<file path="src/hdl/dipc_pkg.sv">
// Shared constants of the digital input pulse conditioner
package dipc_pkg;

  // ****************************************************************
  // Clock and timing
  // ****************************************************************
  localparam int unsigned CLK_FREQ_HZ = 40_000_000;
  localparam int unsigned TICK_TIME_US = 1000;
  localparam int unsigned TICK_CYCLES = CLK_FREQ_HZ / 1_000_000 * TICK_TIME_US;

  // ****************************************************************
  // Input count and debounce range
  // ****************************************************************
  localparam int unsigned MAX_INPUTS = 12;
  localparam int unsigned DBNC_W = 7;
  localparam logic [6:0] DBNC_MIN_MS = 7'h01;
  localparam logic [6:0] DBNC_MAX_MS = 7'h64;
  localparam logic [6:0] DBNC_RST_MS = 7'h0A;

  // ****************************************************************
  // Register offsets (byte addresses)
  // ****************************************************************
  localparam int unsigned ADDR_W = 8;
  localparam logic [7:0] OFS_CTRL = 8'h00;
  localparam logic [7:0] OFS_STATUS_POL = 8'h04;
  localparam logic [7:0] OFS_MODE = 8'h08;
  localparam logic [7:0] OFS_SENSE = 8'h0C;
  localparam logic [7:0] OFS_DBNC = 8'h10;
  localparam logic [7:0] OFS_LEVEL = 8'h14;
  localparam logic [7:0] OFS_EVT_ST = 8'h18;
  localparam logic [7:0] OFS_CHG_ST = 8'h1C;
  localparam logic [7:0] OFS_EVT_MASK = 8'h20;
  localparam logic [7:0] OFS_CHG_MASK = 8'h24;
  localparam logic [7:0] OFS_CHAN_BASE = 8'h40;
  localparam logic [7:0] CHAN_STRIDE = 8'h04;

  // ****************************************************************
  // Field positions and reset values
  // ****************************************************************
  localparam int unsigned CTRL_SOFT_RST_BIT = 0;
  localparam int unsigned CHAN_POL_BIT = 0;
  localparam int unsigned CHAN_MODE_BIT = 1;
  localparam int unsigned CHAN_SENSE_BIT = 2;
  localparam int unsigned CHAN_DBNC_LSB = 8;
  localparam logic RST_CFG_BIT = 1'b0;

endpackage

</file>
<file path="src/hdl/dipc_chan.sv">
// One conditioning path: synchroniser, debounce, polarity and edge events
`timescale 1ns/1ps
module dipc_chan (
  // Clock and reset
  input wire logic mclk_in,
  input wire logic rst_n_in,
  // Raw input and timing
  input wire logic raw_in,
  input wire logic tick_in,
  // Settings
  input wire logic status_inv_in,
  input wire logic both_edge_in,
  input wire logic edge_inv_in,
  input wire logic [6:0] dbnc_ms_in,
  // Conditioned results
  output logic closed_out,
  output logic change_out,
  output logic event_out
);

  typedef struct packed {
    logic sync1;
    logic sync2;
    logic stable;
    logic [6:0] cnt;
    logic closed;
    logic change;
    logic event_p;
  } dipc_chan_s;

  dipc_chan_s q, d;

  always_comb begin
    d = q;
    d.sync1 = raw_in;
    d.sync2 = q.sync1;
    d.change = 1'b0;
    d.event_p = 1'b0;
    if (q.sync2 == q.stable) begin
      d.cnt = 7'h00;
    end else if (tick_in) begin
      // Tick phase is free running, so one extra tick guarantees the full time
      if (q.cnt >= dbnc_ms_in) begin
        d.stable = q.sync2;
        d.cnt = 7'h00;
        d.change = 1'b1;
        if (both_edge_in) begin
          d.event_p = 1'b1;
        end else begin
          d.event_p = q.sync2 ^ edge_inv_in;
        end
      end else begin
        d.cnt = 7'(q.cnt + 7'h01);
      end
    end
    d.closed = d.stable ^ status_inv_in;
  end

  always_ff @(posedge mclk_in or negedge rst_n_in) begin
    if (!rst_n_in) begin
      q <= '0;
    end else begin
      q <= d;
    end
  end

  assign closed_out = q.closed;
  assign change_out = q.change;
  assign event_out = q.event_p;

endmodule

</file>
<file path="src/hdl/dipc_tick.sv">
// Millisecond tick generator for the input conditioner
`timescale 1ns/1ps
module dipc_tick #(
  parameter int unsigned CYCLES = dipc_pkg::TICK_CYCLES
) (
  // Clock and reset
  input wire logic mclk_in,
  input wire logic rst_n_in,
  // Tick
  output logic tick_out
);

  localparam int unsigned CW = (CYCLES > 1) ? $clog2(CYCLES) : 1;
  localparam logic [CW-1:0] LAST = CW'(CYCLES - 1);

  typedef struct packed {
    logic [CW-1:0] cnt;
    logic tick;
  } dipc_tick_s;

  dipc_tick_s q, d;

  if (CYCLES < 2) begin : g_bad_cycles
    $error("dipc_tick needs at least two cycles per tick");
  end

  always_comb begin
    d = q;
    d.tick = 1'b0;
    if (q.cnt == LAST) begin
      d.cnt = '0;
      d.tick = 1'b1;
    end else begin
      d.cnt = CW'(q.cnt + 1'b1);
    end
  end

  always_ff @(posedge mclk_in or negedge rst_n_in) begin
    if (!rst_n_in) begin
      q <= '0;
    end else begin
      q <= d;
    end
  end

  assign tick_out = q.tick;

endmodule

</file>
<file path="src/hdl/dipc_top.sv">
// Digital input pulse conditioner with APB registers and interrupt
//
// Overview of operation
// - Four, eight or twelve inputs, each with its own conditioning path.
// - Per-input status polarity; direct sense reads closed on open-to-closed.
// - Single-edge mode reports exactly one event per pulse, edge selectable.
// - Both-edge transition mode reports leading and trailing edges separately.
// - Edge sense picks open-to-closed or closed-to-open as counted edge.
// - Edge sense is ignored in both-edge transition mode.
// - New level accepted after holding for debounce time, 1 to 100 ms.
// - One debounce value shared; writing it via any input updates all.
// - Each input gives a status-change strobe and a pulse event strobe.
`timescale 1ns/1ps
module dipc_top #(
  parameter int unsigned NUM_INPUTS = 4,
  parameter int unsigned CYCLES_PER_MS = dipc_pkg::TICK_CYCLES
) (
  // Clock and reset
  input wire logic mclk_in,
  input wire logic rst_n_in,
  // APB slave
  input wire logic psel_in,
  input wire logic penable_in,
  input wire logic pwrite_in,
  input wire logic [dipc_pkg::ADDR_W-1:0] paddr_in,
  input wire logic [31:0] pwdata_in,
  output logic [31:0] prdata_out,
  output logic pready_out,
  output logic pslverr_out,
  // Digital inputs
  input wire logic [NUM_INPUTS-1:0] din_in,
  // Conditioned outputs
  output logic [NUM_INPUTS-1:0] closed_out,
  output logic [NUM_INPUTS-1:0] change_strobe_out,
  output logic [NUM_INPUTS-1:0] event_strobe_out,
  // Interrupt
  output logic irq_out
);

  localparam int unsigned N = NUM_INPUTS;
  localparam logic [N-1:0] RST_VEC = {N{dipc_pkg::RST_CFG_BIT}};

  // ****************************************************************
  // Elaboration checks
  // ****************************************************************
  // supported input counts
  if (N != 4 && N != 8 && N != 12) begin : g_bad_inputs
    $error("dipc_top supports four, eight or twelve inputs only");
  end

  // ****************************************************************
  // State
  // ****************************************************************
  typedef struct packed {
    logic [N-1:0] status_inv;
    logic [N-1:0] both_edge;
    logic [N-1:0] edge_inv;
    logic [6:0] dbnc_ms;
    logic [N-1:0] evt_st;
    logic [N-1:0] chg_st;
    logic [N-1:0] evt_mask;
    logic [N-1:0] chg_mask;
    logic [31:0] prdata;
    logic pready;
    logic pslverr;
    logic irq;
  } dipc_top_s;

  dipc_top_s q, d;

  logic tick;
  logic [N-1:0] chan_closed;
  logic [N-1:0] chan_change;
  logic [N-1:0] chan_event;

  // ****************************************************************
  // Millisecond tick and conditioning paths
  // ****************************************************************
  // ms tick from clock
  dipc_tick #(
    .CYCLES(CYCLES_PER_MS)
  ) u_tick (
    .mclk_in(mclk_in),
    .rst_n_in(rst_n_in),
    .tick_out(tick)
  );

  for (genvar g = 0; g < N; g++) begin : g_chan
    dipc_chan u_chan (
      .mclk_in(mclk_in),
      .rst_n_in(rst_n_in),
      .raw_in(din_in[g]),
      .tick_in(tick),
      .status_inv_in(q.status_inv[g]),
      .both_edge_in(q.both_edge[g]),
      .edge_inv_in(q.edge_inv[g]),
      .dbnc_ms_in(q.dbnc_ms),
      .closed_out(chan_closed[g]),
      .change_out(chan_change[g]),
      .event_out(chan_event[g])
    );
  end

  // ****************************************************************
  // Helpers
  // ****************************************************************
  // Out-of-range debounce writes saturate rather than fault
  function automatic logic [6:0] dipc_clamp(input logic [31:0] v);
    logic [6:0] r;
    r = dipc_pkg::DBNC_RST_MS;
    if (v < 32'(dipc_pkg::DBNC_MIN_MS)) begin
      r = dipc_pkg::DBNC_MIN_MS;
    end else if (v > 32'(dipc_pkg::DBNC_MAX_MS)) begin
      r = dipc_pkg::DBNC_MAX_MS;
    end else begin
      r = v[6:0];
    end
    return r;
  endfunction

  function automatic logic [31:0] dipc_zext(input logic [N-1:0] v);
    logic [31:0] r;
    r = 32'h0000_0000;
    r[N-1:0] = v;
    return r;
  endfunction

  // ****************************************************************
  // Register decode and update
  // ****************************************************************
  logic access_first;
  logic commit;
  logic wr;
  logic hit;
  logic [31:0] rd;
  logic [N-1:0] evt_clr;
  logic [N-1:0] chg_clr;
  logic [7:0] chan_ofs;

  always_comb begin
    d = q;
    hit = 1'b0;
    rd = 32'h0000_0000;
    evt_clr = '0;
    chg_clr = '0;
    chan_ofs = 8'h00;
    access_first = psel_in & penable_in & ~q.pready;
    commit = psel_in & penable_in & q.pready;
    wr = commit & pwrite_in;

    if (paddr_in == dipc_pkg::OFS_CTRL) begin
      hit = 1'b1;
      if (wr && pwdata_in[dipc_pkg::CTRL_SOFT_RST_BIT]) begin
        d.status_inv = RST_VEC;
        d.both_edge = RST_VEC;
        d.edge_inv = RST_VEC;
        d.dbnc_ms = dipc_pkg::DBNC_RST_MS;
      end
    end else if (paddr_in == dipc_pkg::OFS_STATUS_POL) begin
      hit = 1'b1;
      rd = dipc_zext(q.status_inv);
      if (wr) begin
        d.status_inv = pwdata_in[N-1:0];
      end
    end else if (paddr_in == dipc_pkg::OFS_MODE) begin
      hit = 1'b1;
      rd = dipc_zext(q.both_edge);
      if (wr) begin
        d.both_edge = pwdata_in[N-1:0];
      end
    end else if (paddr_in == dipc_pkg::OFS_SENSE) begin
      hit = 1'b1;
      rd = dipc_zext(q.edge_inv);
      if (wr) begin
        d.edge_inv = pwdata_in[N-1:0];
      end
    end else if (paddr_in == dipc_pkg::OFS_DBNC) begin
      hit = 1'b1;
      rd[6:0] = q.dbnc_ms;
      if (wr) begin
        d.dbnc_ms = dipc_clamp(pwdata_in);
      end
    end else if (paddr_in == dipc_pkg::OFS_LEVEL) begin
      hit = 1'b1;
      rd = dipc_zext(chan_closed);
    end else if (paddr_in == dipc_pkg::OFS_EVT_ST) begin
      hit = 1'b1;
      rd = dipc_zext(q.evt_st);
      if (wr) begin
        evt_clr = pwdata_in[N-1:0];
      end
    end else if (paddr_in == dipc_pkg::OFS_CHG_ST) begin
      hit = 1'b1;
      rd = dipc_zext(q.chg_st);
      if (wr) begin
        chg_clr = pwdata_in[N-1:0];
      end
    end else if (paddr_in == dipc_pkg::OFS_EVT_MASK) begin
      hit = 1'b1;
      rd = dipc_zext(q.evt_mask);
      if (wr) begin
        d.evt_mask = pwdata_in[N-1:0];
      end
    end else if (paddr_in == dipc_pkg::OFS_CHG_MASK) begin
      hit = 1'b1;
      rd = dipc_zext(q.chg_mask);
      if (wr) begin
        d.chg_mask = pwdata_in[N-1:0];
      end
    end else begin
      // Per-input settings windows, one word per input
      for (int i = 0; i < N; i++) begin
        chan_ofs = 8'(dipc_pkg::OFS_CHAN_BASE + 8'(i) * dipc_pkg::CHAN_STRIDE);
        if (paddr_in == chan_ofs) begin
          hit = 1'b1;
          rd[dipc_pkg::CHAN_POL_BIT] = q.status_inv[i];
          rd[dipc_pkg::CHAN_MODE_BIT] = q.both_edge[i];
          rd[dipc_pkg::CHAN_SENSE_BIT] = q.edge_inv[i];
          rd[dipc_pkg::CHAN_DBNC_LSB +: dipc_pkg::DBNC_W] = q.dbnc_ms;
          if (wr) begin
            d.status_inv[i] = pwdata_in[dipc_pkg::CHAN_POL_BIT];
            d.both_edge[i] = pwdata_in[dipc_pkg::CHAN_MODE_BIT];
            d.edge_inv[i] = pwdata_in[dipc_pkg::CHAN_SENSE_BIT];
            d.dbnc_ms = dipc_clamp(32'(pwdata_in[dipc_pkg::CHAN_DBNC_LSB +:
                                                 dipc_pkg::DBNC_W]));
          end
        end
      end
    end

    // APB answer: one wait state, data and error ready with pready
    if (access_first) begin
      d.pready = 1'b1;
      d.pslverr = ~hit;
      d.prdata = (hit && !pwrite_in) ? rd : 32'h0000_0000;
    end else if (commit) begin
      d.pready = 1'b0;
      d.pslverr = 1'b0;
    end

    d.evt_st = (q.evt_st & ~evt_clr) | chan_event;
    d.chg_st = (q.chg_st & ~chg_clr) | chan_change;
    d.irq = |(d.evt_st & d.evt_mask) | |(d.chg_st & d.chg_mask);
  end

  // ****************************************************************
  // State register
  // ****************************************************************
  always_ff @(posedge mclk_in or negedge rst_n_in) begin
    if (!rst_n_in) begin
      q <= '0;
      q.status_inv <= RST_VEC;
      q.both_edge <= RST_VEC;
      q.edge_inv <= RST_VEC;
      q.dbnc_ms <= dipc_pkg::DBNC_RST_MS;
    end else begin
      q <= d;
    end
  end

  // ****************************************************************
  // Outputs
  // ****************************************************************
  assign prdata_out = q.prdata;
  assign pready_out = q.pready;
  assign pslverr_out = q.pslverr;
  assign irq_out = q.irq;
  assign closed_out = chan_closed;
  assign change_strobe_out = chan_change;
  assign event_strobe_out = chan_event;

endmodule
</file>
<file path="config.mk">
export PLATFORM = sky130hd
export DESIGN_NAME = dipc_top
export DESIGN_NICKNAME = d
export VERILOG_FILES = /design/src/hdl/dipc_pkg.sv /design/src/hdl/dipc_chan.sv /design/src/hdl/dipc_tick.sv /design/src/hdl/dipc_top.sv
export SDC_FILE = /design/constraint.sdc
export NUM_CORES = 1
export LEC_CHECK = 0
export BUFFER_PORTS_ARGS = -buffer_cell sky130_fd_sc_hd__clkbuf_2
export CAP_MARGIN = 25
export CORE_ASPECT_RATIO = 1.5
export CORE_UTILIZATION = 35
export DETAILED_ROUTE_END_ITERATION = 8
export PLACE_DENSITY = 0.63
export SYNTH_ARGS = -nofsm -noshare
export SYNTH_HDL_FRONTEND = slang
export SYNTH_SLANG_ARGS = --single-unit
</file>
<file path="constraint.sdc">
create_clock -name mclk_in -period 5.2 [get_ports mclk_in]
set_input_delay 0 -clock mclk_in [delete_from_list [all_inputs] [get_ports mclk_in]]
set_output_delay 0 -clock mclk_in [all_outputs]
set_load 0.1 [all_outputs]
</file>
==> results of run 1 <==
[stage by stage]
step	util, %	cell area (um2)	std cells	setup slack [ns]
after floorplan	-	7410	807	2.48
after global placement	37.5	7690	1077	2.43
after detailed placement	37.5	7690	1077	2.43
after CTS	40.9	8380	1121	2.61
after global routing	41.0	8410	1122	2.44
final	41.0	8410	1122	2.53
[layout by cell type (no fill, tap or decap), types with 4 or more instances in the layout]
master         synthesis  routed
a211oi_1               8       8
a211oi_2               4       4
a21boi_0               5       5
a21o_1                13      13
a21oi_1               52      52
a22o_1                23      23
a31oi_1               13      13
a32oi_1                5       5
and3_1                16      16
clkbuf_16              0      17
clkbuf_2               0      76
clkinvlp_4             0       5
conb_1                 1      18
dfrtp_1              119     119
dlygate4sd3_1          0      12
ha_1                  33      33
inv_1                 24      24
inv_6                  0       4
mux2_2                16      16
mux2i_1               10      10
nand2_1               69      69
nand2b_1              21      21
nand3_1               32      32
nand4_1               10      10
nor2_1                58      58
nor2b_1                9       9
nor3_1                21      21
nor4_1                11      11
o2111ai_1              6       6
o211ai_1               6       6
o21a_1                 8       8
o21ai_0               40      40
o22ai_1                6       6
o31ai_1                5       5
xnor2_1               17      17
xor2_1                15      15
[cells in the mapped netlist, types with 6 or more instances]
master     instances  area share (%)
nor2_1            58             3.0
nor3_1            21             1.4
xnor2_1           17             2.0
clkbuf_1          22             1.1
a211oi_1           8            0.82
nor2b_1            9            0.77
o211ai_1           6            0.61
mux2_2            16             2.5
nand3_1           32             2.2
nand2_1           69             3.5
o21a_1             8            0.82
nand2b_1          21             1.8
a21o_1            13             1.3
o21ai_0           40             2.7
buf_4             44             4.5
dfrtp_1          119              41
a21oi_1           52             3.5
a22o_1            23             2.7
and3_1            16             1.4
ha_1              33             5.6
inv_1             24             1.2
mux2i_1           10             1.4
o22ai_1            6            0.51
xor2_1            15             1.8
nor4_1            11            0.94
o2111ai_1          6            0.72
a31oi_1           13             1.1
nand4_1           10            0.85
[worst reg2reg max path, delay by kind of cell, from the launching register on]
family           cells  cell delay, ns
flip-flops           1            0.42
AND/OR/NAND/NOR      3            1.54
AO/OA/AOI/OAI        3            0.63
[layer usage]
layer  vias up  GRT usage (%)  share of wire [%]
met1      2993           21.6                 40
li1       2953              -                  -
met3        58           3.08                4.4
met5         -              0                  0
met4         0           10.6                4.1
met2       194           33.1                 52
[sequential cells by signal, indices dropped and copies added (netlist names)]
signal	count
g_chan.u_chan.q	36
q	35
u_tick.q	16
prdata_out	14
g_chan.u_chan.change_out	4
g_chan.u_chan.closed_out	4
g_chan.u_chan.d	4
g_chan.u_chan.event_out	4
irq_out	1
pready_out	1
pslverr_out	1
u_tick.tick_out	1
[layout make-up]
class | instances | area, um2 | area share (%)
clock inverters | 14 | 148 | 1.76
multi-input cells | 589 | 3830 | 45.6
well taps | 264 | 330 | 3.93
repair buffers | 92 | 551 | 6.54
inverters | 24 | 90.1 | 1.07
clock buffers | 18 | 429 | 5.10
flip-flops and latches | 121 | 3030 | 36.0
[report_power, final]
part / leakage [uW] / internal (uW) / switching, uW / total, uW
Sequential: 0.00160 / 982 / 51.5 / 1030
Clock: 0.000270 / 707 / 449 / 1160
Combinational: 0.00198 / 99.1 / 299 / 398
Total: 0.00385 / 1790 / 800 / 2590
[kinds of logic after synthesis]
group / share of synthesized area [%]
AO/OA/AOI/OAI: 19.7
XOR/XNOR: 3.82
adder cells (fa/ha/maj): 5.62
buffers and inverters: 7.39
flip-flops: 41.3
multiplexers: 3.82
other: 0.0511
AND/OR/NAND/NOR: 18.4
[path summary, 6_finish.rpt]
check	startpoint	to	slack, ns	cells past startpoint
max	pready_out$_DFFE_PN0P_	q[54]$_DFFE_PN1P_	2.53	6
max reg2reg	pready_out$_DFFE_PN0P_	q[54]$_DFFE_PN1P_	2.53	6
min in group asynchronous	rst_n_in	prdata_out[4]$_DFFE_PN0P_	0.14	2
min reg2reg	g_chan[3].u_chan.d[11]$_DFF_PN0_	g_chan[3].u_chan.q[11]$_DFF_PN0_	0.36	0
max in group asynchronous	rst_n_in	q[43]$_DFF_PN0_	4.06	4
min	pwdata_in[5]	q[56]$_DFFE_PN0P_	0.03	4
==> flow_summary.ini, run 1 <==
[outcome]
status = complete, no violations

[pwr]
power_density_nw_per_um2 = 308
power_leakage_uw = 0.00385
max-vdd-ir-drop_mv = 0.194
p_total_uw = 2590

[synth]
yosysWarnings = 0
seq_area_frac_synth_pct = 41.3
syn_area_per_cell_um2 = 9.30
synth_cell_types = 61
postSynthCellCount = 790
netlist_area_um2 = 7340
synth_seq_cells = 121
synthFlopType = dfrtp_1
async_flop_share_pct = 100
synth_edf_count = 0

[route]
drt_pass1_iterations = 5
route.detailed.drc = 0
routed_via_density = 5.52
drt_wl_total_um = 19600
drtIter0Drc = 398
vias = 6198
post_drt_wl_per_cell_um = 17.5
ant_nets = 0

[critical_path]
path_cells = and4_1, nand3_1, nand2_1, a21oi_1, a2111oi_0, a21oi_1
arrival_ns = 3.01
critPathKind = reg2reg
cp.required_ns = 5.54
critPathCaptureType = flop
crit_top_cell = a21oi_1
cp_top_family = simple AND/OR/NAND/NOR gates
worst_path_largest_cell_delay_ns = 0.67
slowest_stage = and4_1
cp_max_fo = 14
crit_buf_inv = 0
cp-start-kind = flop

[clock_tree]
cts_max_level = 4
ctsRootBufferMaster = clkbuf_16
cts_setup_buffers = 0
ctsResizeCount = 0
clk_pin_slew_ns = 0.06
postCtsHoldBufs = 12
worst_skew_pair.late_latency_ns = 0.43
cts_made_buffers = 17
cts_max_path_buffers = 2
tritoncts = done
cts.sinks = 121

[floorplan]
die-area_um2 = 21600
ios = 96
die_h_um = 179
initial_core_util_pct = 35.8
core-area_um2 = 20500
fp-row-count = 64
die_w_um = 120

[timing]
report.final.slew_viol_count = 0
hold_ws_ns = 0.0273
rsz0062_at_grt = no
fmax_mhz = 375
fin_setup_tns_ns = 0
fin_crit_sh_pct = 51.3
setup_viol = 0
fin_skew_ns = 0.0156
slew_headroom_pct = 45.0
min_period_ns = 2.67
finalHoldViolations = 0
worst_pin_slew_ns = 0.819

[finish]
fin_nets = 927
syn_to_final_growth_pct = 14.6
drive_gt1_share_pct = 16.4
num_antenna_cells = 0
nFillCells = 2071

[grt]
grt-ovfl-total = 0
grt_pass1_vias = 6074
grt_max_degree = 76
grt_use_total_pct = 18.9
grt_pass1_wl_um = 31700
antenna_found_initial = 0

[job]
max_cap_violations = 0

[placed_design]
io_buffers = 77
hpwl_um = 14400
place_congestion = 0.908

[hold_path]
hold_path_class = in2reg
(Power assumes the default switching activity.)
==> run 2: changes to the inputs <==
--- a/config.mk
+++ b/config.mk
@@ -5,12 +5,13 @@
 export SDC_FILE = /design/constraint.sdc
 export NUM_CORES = 1
 export LEC_CHECK = 0
+export ABC_AREA = 1
 export BUFFER_PORTS_ARGS = -buffer_cell sky130_fd_sc_hd__clkbuf_2
 export CAP_MARGIN = 25
 export CORE_ASPECT_RATIO = 1.5
 export CORE_UTILIZATION = 35
 export DETAILED_ROUTE_END_ITERATION = 8
-export PLACE_DENSITY = 0.63
+export PLACE_DENSITY = 0.65
 export SYNTH_ARGS = -nofsm -noshare
 export SYNTH_HDL_FRONTEND = slang
 export SYNTH_SLANG_ARGS = --single-unit
==> constraint.sdc (replaced) <==
create_clock -name mclk_in -period 2.3 [get_ports mclk_in]
set_input_delay 0 -clock mclk_in [delete_from_list [all_inputs] [get_ports mclk_in]]
set_output_delay 0 -clock mclk_in [all_outputs]
set_load 0.1 [all_outputs]
==> run 2 against run 1 <==
Net effect:
- via count rose by 6.4%
- critical endpoint is now irq_out$_DFF_PN0_
- core utilization increased by 1.1 points
- cell count grew 18%
==> flow_summary.ini, run 2 <==
[timing]
fmax_mhz = 483
min_period_ns = 2.07
fin_skew_ns = 0.00757
fin_crit_sh_pct = 90.1
rsz0062_at_grt = no
worst_pin_slew_ns = 0.871
report.final.slew_viol_count = 0
slew_headroom_pct = 41.2
setup_viol = 0
finalHoldViolations = 0
fin_setup_tns_ns = 0

[synth]
yosys.area.top_type_share_pct = 40.2
synth_seq_cells = 121
synthFlopType = dfrtp_1
netlist_area_um2 = 7410
async_flop_share_pct = 100
syn_area_per_cell_um2 = 7.71
seq_area_frac_synth_pct = 40.9
synth_area_leaders = dfrtp_1, nand2_1, inv_1
yosys-top-cells-count = nand2_1, inv_1, dfrtp_1
synth_edf_count = 0
synth_cell_types = 43
synth_top_area_cell = dfrtp_1
postSynthCellCount = 961
yosys.cell_count.top_type = nand2_1
yosysWarnings = 0

[pwr]
power_density_nw_per_um2 = 737
max-vdd-ir-drop_mv = 0.511
power_leakage_uw = 0.00431
p_total_uw = 6390

[critical_path]
worst_path_largest_cell_delay_ns = 0.38
cp_max_fo = 8
critPathKind = reg2reg
path_cells = nand4_1, inv_2, nand2_1, nand2_1, o21ai_0, a22o_1, nor3_1, nand3_1
critPathCaptureType = flop
crit_top_cell = nand2_1
cp.required_ns = 2.59
slowest_stage = dfrtp_2
cp-start-kind = flop
arrival_ns = 2.36

[clock_tree]
ctsRootBufferMaster = clkbuf_16
worst_skew_pair.late_latency_ns = 0.42
cts_max_level = 4
cts.sinks = 121
cts_made_buffers = 17
cts_max_path_buffers = 2
tritoncts = done
clk_pin_slew_ns = 0.06

[finish]
top_regs = g_chan.u_chan.q x36, q x35, u_tick.q x16
finalNonFillerCells = 1325
finalInstanceArea_um2 = 8670
syn_to_final_growth_pct = 17.1
final_common_cell = nand2_1
drive_gt1_share_pct = 14.2
layout_common_cells = nand2_1, inv_1, dfrtp_1, o21ai_0, nor2_1
num_antenna_cells = 0
regMostFlops = g_chan.u_chan.q
fin_nets = 1130
largest_reg_flops = 36

[grt]
antenna_found_initial = 0
grt_pass1_wl_um = 33500
grt_max_degree = 65
grt-ovfl-total = 0
grt_use_total_pct = 19.9
grt_pass1_vias = 6720

[floorplan]
initial_core_util_pct = 36.0
core-area_um2 = 20600
fp-row-count = 64
die-area_um2 = 21800
die_h_um = 180
die_w_um = 121
ios = 96

[placed_design]
place_congestion = 0.968
dp.cells = 1278
placedInstanceArea_um2 = 7910
hpwl_um = 16200
io_buffers = 77

[route]
vias = 6594
routed_via_density = 4.98
drt_wl_total_um = 20500
ant_nets = 0
route.detailed.drc = 0
drt_pass1_iterations = 5
drtIter0Drc = 311
post_drt_wl_per_cell_um = 15.5

[hold_path]
hold_path_class = in2reg

[outcome]
status = complete, no violations

[job]
max_cap_violations = 0
## run 2: cell types whose count changed after synthesis, moves of 22 or more
cell,before,now
inv_1,24,131
nand2_1,69,212
o22ai_1,6,32
o21ai_0,40,86
a22o_1,23,1
nand3_1,32,57
## run 2: cells by family (layout without fill, tap and decap cells)
group	after synthesis	in the layout	share of synthesized area (%)
compound gates	184	184	13.9
xor+xnor	31	31	3.67
fa+ha+maj	33	33	5.57
buf+inv	188	271	11.9
flops	121	121	40.9
mux	1	1	0.135
other cells	1	18	0.0506
simple gates	402	402	23.9
## run 2: final cells by class
cell class / count / area, um2
Clock buffer: 20 / 467
Clock inverter: 12 / 148
Fill cell: 2045 / 11900
Inverter: 139 / 524
Multi-Input combinational cell: 669 / 3560
Sequential cell: 121 / 3030
Tap cell: 264 / 330
Timing Repair Buffer: 100 / 611
## run 2: metal layers
| metal | GRT usage [%] | routed length [um] | share of wire [%] | vias to the layer above |
|---|---|---|---|---|
| met5 | 0 | 0 | 0 | - |
| li1 | - | - | - | 3275 |
| met2 | 35.2 | 10500 | 51 | 204 |
| met3 | 3.54 | 783 | 3.8 | 72 |
| met4 | 14.3 | 1400 | 6.8 | 0 |
| met1 | 21.0 | 7880 | 38 | 3043 |
## run 2: power breakdown
part           internal, uW  leakage (uW)  switching [uW]
Clock                  1780      0.000302             955
Sequential             2270       0.00157             160
Combinational           308       0.00244             913
Total                  4360       0.00431            2030
## run 2: path summary, 6_finish.rpt
path | from | to | slack [ns] | cells past startpoint
worst max-delay path | pready_out$_DFFE_PN0P_ | irq_out$_DFF_PN0_ | 0.23 | 8
worst min-delay path | pwdata_in[6] | q[57]$_DFFE_PN0P_ | 0.03 | 5
worst max register to register | pready_out$_DFFE_PN0P_ | irq_out$_DFF_PN0_ | 0.23 | 8
worst min register to register | g_chan[0].u_chan.d[11]$_DFF_PN0_ | g_chan[0].u_chan.q[11]$_DFF_PN0_ | 0.36 | 0
max in group asynchronous | rst_n_in | pready_out$_DFFE_PN0P_ | 1.47 | 3
min in group asynchronous | rst_n_in | g_chan[2].u_chan.q[4]$_DFFE_PN0P_ | 0.06 | 2
## run 2: worst max-delay path, delay by kind of cell (launching register included)
| family | cells | cell delay, ns |
|---|---|---|
| flip-flops | 1 | 0.38 |
| buffers and inverters | 1 | 0.33 |
| AO/OA/AOI/OAI | 2 | 0.37 |
| AND/OR/NAND/NOR | 5 | 0.86 |
## run 2: what timing repair did
item | in CTS | in global routing
hold endpoints to repair | 106 | 0
hold buffers | 15 | 0
resized for setup | 0 | 0
setup buffers | 0 | 0
## run 2: metrics by stage
stage	hold WS [ns]	setup WS (ns)	util [%]
4_1_cts	0.0115	0.200	42.1
3_5_place_dp	-0.0232	0.206	38.4
6_report	0.0302	0.229	42.1
3_3_place_gp	-0.0212	0.259	38.4
5_1_grt	0.0631	0.00490	42.1
2_1_floorplan	-0.296	0.240	-
==> run 3: changes to the inputs <==
--- a/config.mk
+++ b/config.mk
@@ -5,12 +5,12 @@
 export SDC_FILE = /design/constraint.sdc
 export NUM_CORES = 1
 export LEC_CHECK = 0
-export ABC_AREA = 1
 export BUFFER_PORTS_ARGS = -buffer_cell sky130_fd_sc_hd__clkbuf_2
 export CAP_MARGIN = 25
 export CORE_ASPECT_RATIO = 1.5
 export CORE_UTILIZATION = 35
 export DETAILED_ROUTE_END_ITERATION = 8
+export GPL_TIMING_DRIVEN = 0
 export PLACE_DENSITY = 0.65
 export SYNTH_ARGS = -nofsm -noshare
 export SYNTH_HDL_FRONTEND = slang
==> run 3 against run 2 <==
Net effect:
- global-route usage decreased by 0.19 points
- via count decreased by 2.2%
- worst setup slack got worse by 0.17 ns
- combinational power decreased by 18%
- fmax decreased by 7.6%
- design area increased by 5.3%
- core utilization increased by 2.4 points
- die area decreased by 0.85%
- total power increased by 1.7%
- sequential power decreased by 4%
- largest cell class unchanged
==> flow_summary.ini, run 3 (synthesis results as in run 1) <==
[outcome]
status = complete, no violations

[pwr]
seqPwrFrac_pct = 36.0
max-vdd-ir-drop_mv = 0.468
comb_power_share_pct = 15.4
switching_power_uw = 1850
p_total_uw = 6500
p_int_uw = 4650
swShare_pct = 28.4
power_density_nw_per_um2 = 712
clock_power_share_pct = 48.6
power_leakage_uw = 0.00424

[finish]
syn_to_final_growth_pct = 24.3
top_regs = g_chan.u_chan.q x36, q x35, u_tick.q x16
final_common_cell = dfrtp_1
regMostFlops = g_chan.u_chan.q
finalNonFillerCells = 1194
layout_common_cells = dfrtp_1, clkbuf_2, nand2_1, nor2_1, a21oi_1
drive_gt1_share_pct = 22.5
largest_reg_flops = 36
num_antenna_cells = 0
utilization_pct = 44.5
fin_nets = 1000

[grt]
grt_max_degree = 81
grt_pass1_vias = 6336
grt_pass1_wl_um = 33200
grt_use_total_pct = 19.7
antenna_found_initial = 0
grt-ovfl-total = 0

[clock_tree]
worst_skew_pair.late_latency_ns = 0.42
cts.sinks = 121
ctsRootBufferMaster = clkbuf_16
cts_made_buffers = 17
tritoncts = done
cts_max_level = 4
clk_pin_slew_ns = 0.06
cts_max_path_buffers = 2

[route]
drt_pass1_iterations = 5
route.detailed.drc = 0
drtIter0Drc = 332
post_drt_wl_per_cell_um = 17.1
routed_via_density = 5.40
drt_wl_total_um = 20400
vias = 6446
ant_nets = 0

[critical_path]
cp-start-kind = flop
cp_max_fo = 5
critPathLaunch = q[54]$_DFFE_PN1P_
critPathKind = reg2reg
r2r_end = g_chan[0].u_chan.closed_out$_DFF_PN0_
ff2ff_path_depth = 7
arrival_ns = 2.58
critPathCaptureType = flop
crit_path_end = g_chan[0].u_chan.closed_out$_DFF_PN0_
reg2reg_from = q[54]$_DFFE_PN1P_
cp.required_ns = 2.64
regToRegSetupSlack_ns = 0.06

[timing]
setup_viol = 0
worst_pin_slew_ns = 0.897
hold_ws_ns = 0.0289
report.final.slew_viol_count = 0
fmax_mhz = 446
rsz0062_at_grt = yes
fin_crit_sh_pct = 97.5
slew_headroom_pct = 39.7
fin_skew_ns = 0.00734
finalHoldViolations = 0
min_period_ns = 2.24

[floorplan]
die_w_um = 120
initial_core_util_pct = 35.8
ios = 96
fp-row-count = 64
core-area_um2 = 20500
die-area_um2 = 21600
die_h_um = 179

[hold_path]
hold_path_class = in2reg

[placed_design]
place_congestion = 0.928
hpwl_um = 15200
dp.cells = 1147
io_buffers = 75

[job]
max_cap_violations = 0
run 3: cell count changes in the layout (fill, tap and decap cells not counted), sizes merged, moves of 33 or more:
| cell | change |
|---|---|
| inv | -113 |
| nor2 | -33 |
| o21ai | -49 |
| nand2 | -148 |
| buf | +48 |
run 3: power by group through the flow:
stage | registers [uW] | logic, uW | clock network (uW)
2_1_floorplan | 2370 | 642 | 0
3_3_place_gp | 2370 | 925 | 0
3_5_place_dp | 2370 | 943 | 0
4_1_cts | 2330 | 986 | 3220
5_1_grt | 2340 | 1080 | 3310
6_report | 2340 | 1000 | 3160
run 3: layer usage:
layer / up-vias / global-route usage [%] / wire length [um]
li1: 3082 / - / -
met2: 199 / 34.8 / 10700
met5: - / 0 / 0
met1: 3101 / 21.9 / 7910
met3: 64 / 3.68 / 813
met4: 0 / 11.4 / 1000
run 3: how the worst min path moves through the flow:
| stage | startpoint | to | slack (ns) | cells past startpoint |
|---|---|---|---|---|
| floorplan | rst_n_in | g_chan[0].u_chan.change_out$_DFF_PN0_ | -0.30 | 0 |
| CTS | psel_in | prdata_out[6]$_DFFE_PN0P_ | 0.003 | 5 |
| finish | psel_in | prdata_out[6]$_DFFE_PN0P_ | 0.03 | 5 |
| global placement | din_in[1] | g_chan[1].u_chan.d[11]$_DFF_PN0_ | 0.11 | 1 |
| global route | pwdata_in[13] | q[56]$_DFFE_PN0P_ | 0.04 | 4 |
| detailed placement | rst_n_in | prdata_out[10]$_DFFE_PN0P_ | -0.05 | 1 |
run 3: area by class of cell:
type	count	area (um2)
buffer	72	454
clock buffer	17	425
clock inverter	14	270
fill	2044	11400
inverter	24	90.1
multi-input combinational	589	3920
sequential	121	3040
tap	264	330
timing repair buffer	93	607
run 3: what timing repair did:
item                                    in CTS  in global routing
endpoints found under the setup margin      37                 25
gates cloned                                 0                  0
gates resized for setup                     17                 12
setup buffers                                3                  2
pin swaps                                    5                  2
hold buffers                                12                  0
endpoints found under the hold margin      132                  0
run 3: worst max-delay path, cell delays in order, from the launching register on:
cell,delay (ns)
dfstp_2,0.57
inv_1,0.17
ha_1,0.33
o2111ai_1,0.13
o21ai_2,0.26
mux2_2,0.36
o2111ai_1,0.15
xor2_1,0.18
run 3: stage by stage:
step                      instance area (um2)  setup slack [ns]  setup TNS, ns
after floorplan                          7410            0.0850              0
after CTS                                9060           0.00644              0
after detailed placement                 8150            -0.306          -6.44
final                                    9130            0.0574              0
after global routing                     9130           -0.0718         -0.287
after global placement                   8120             -1.11         -84.64
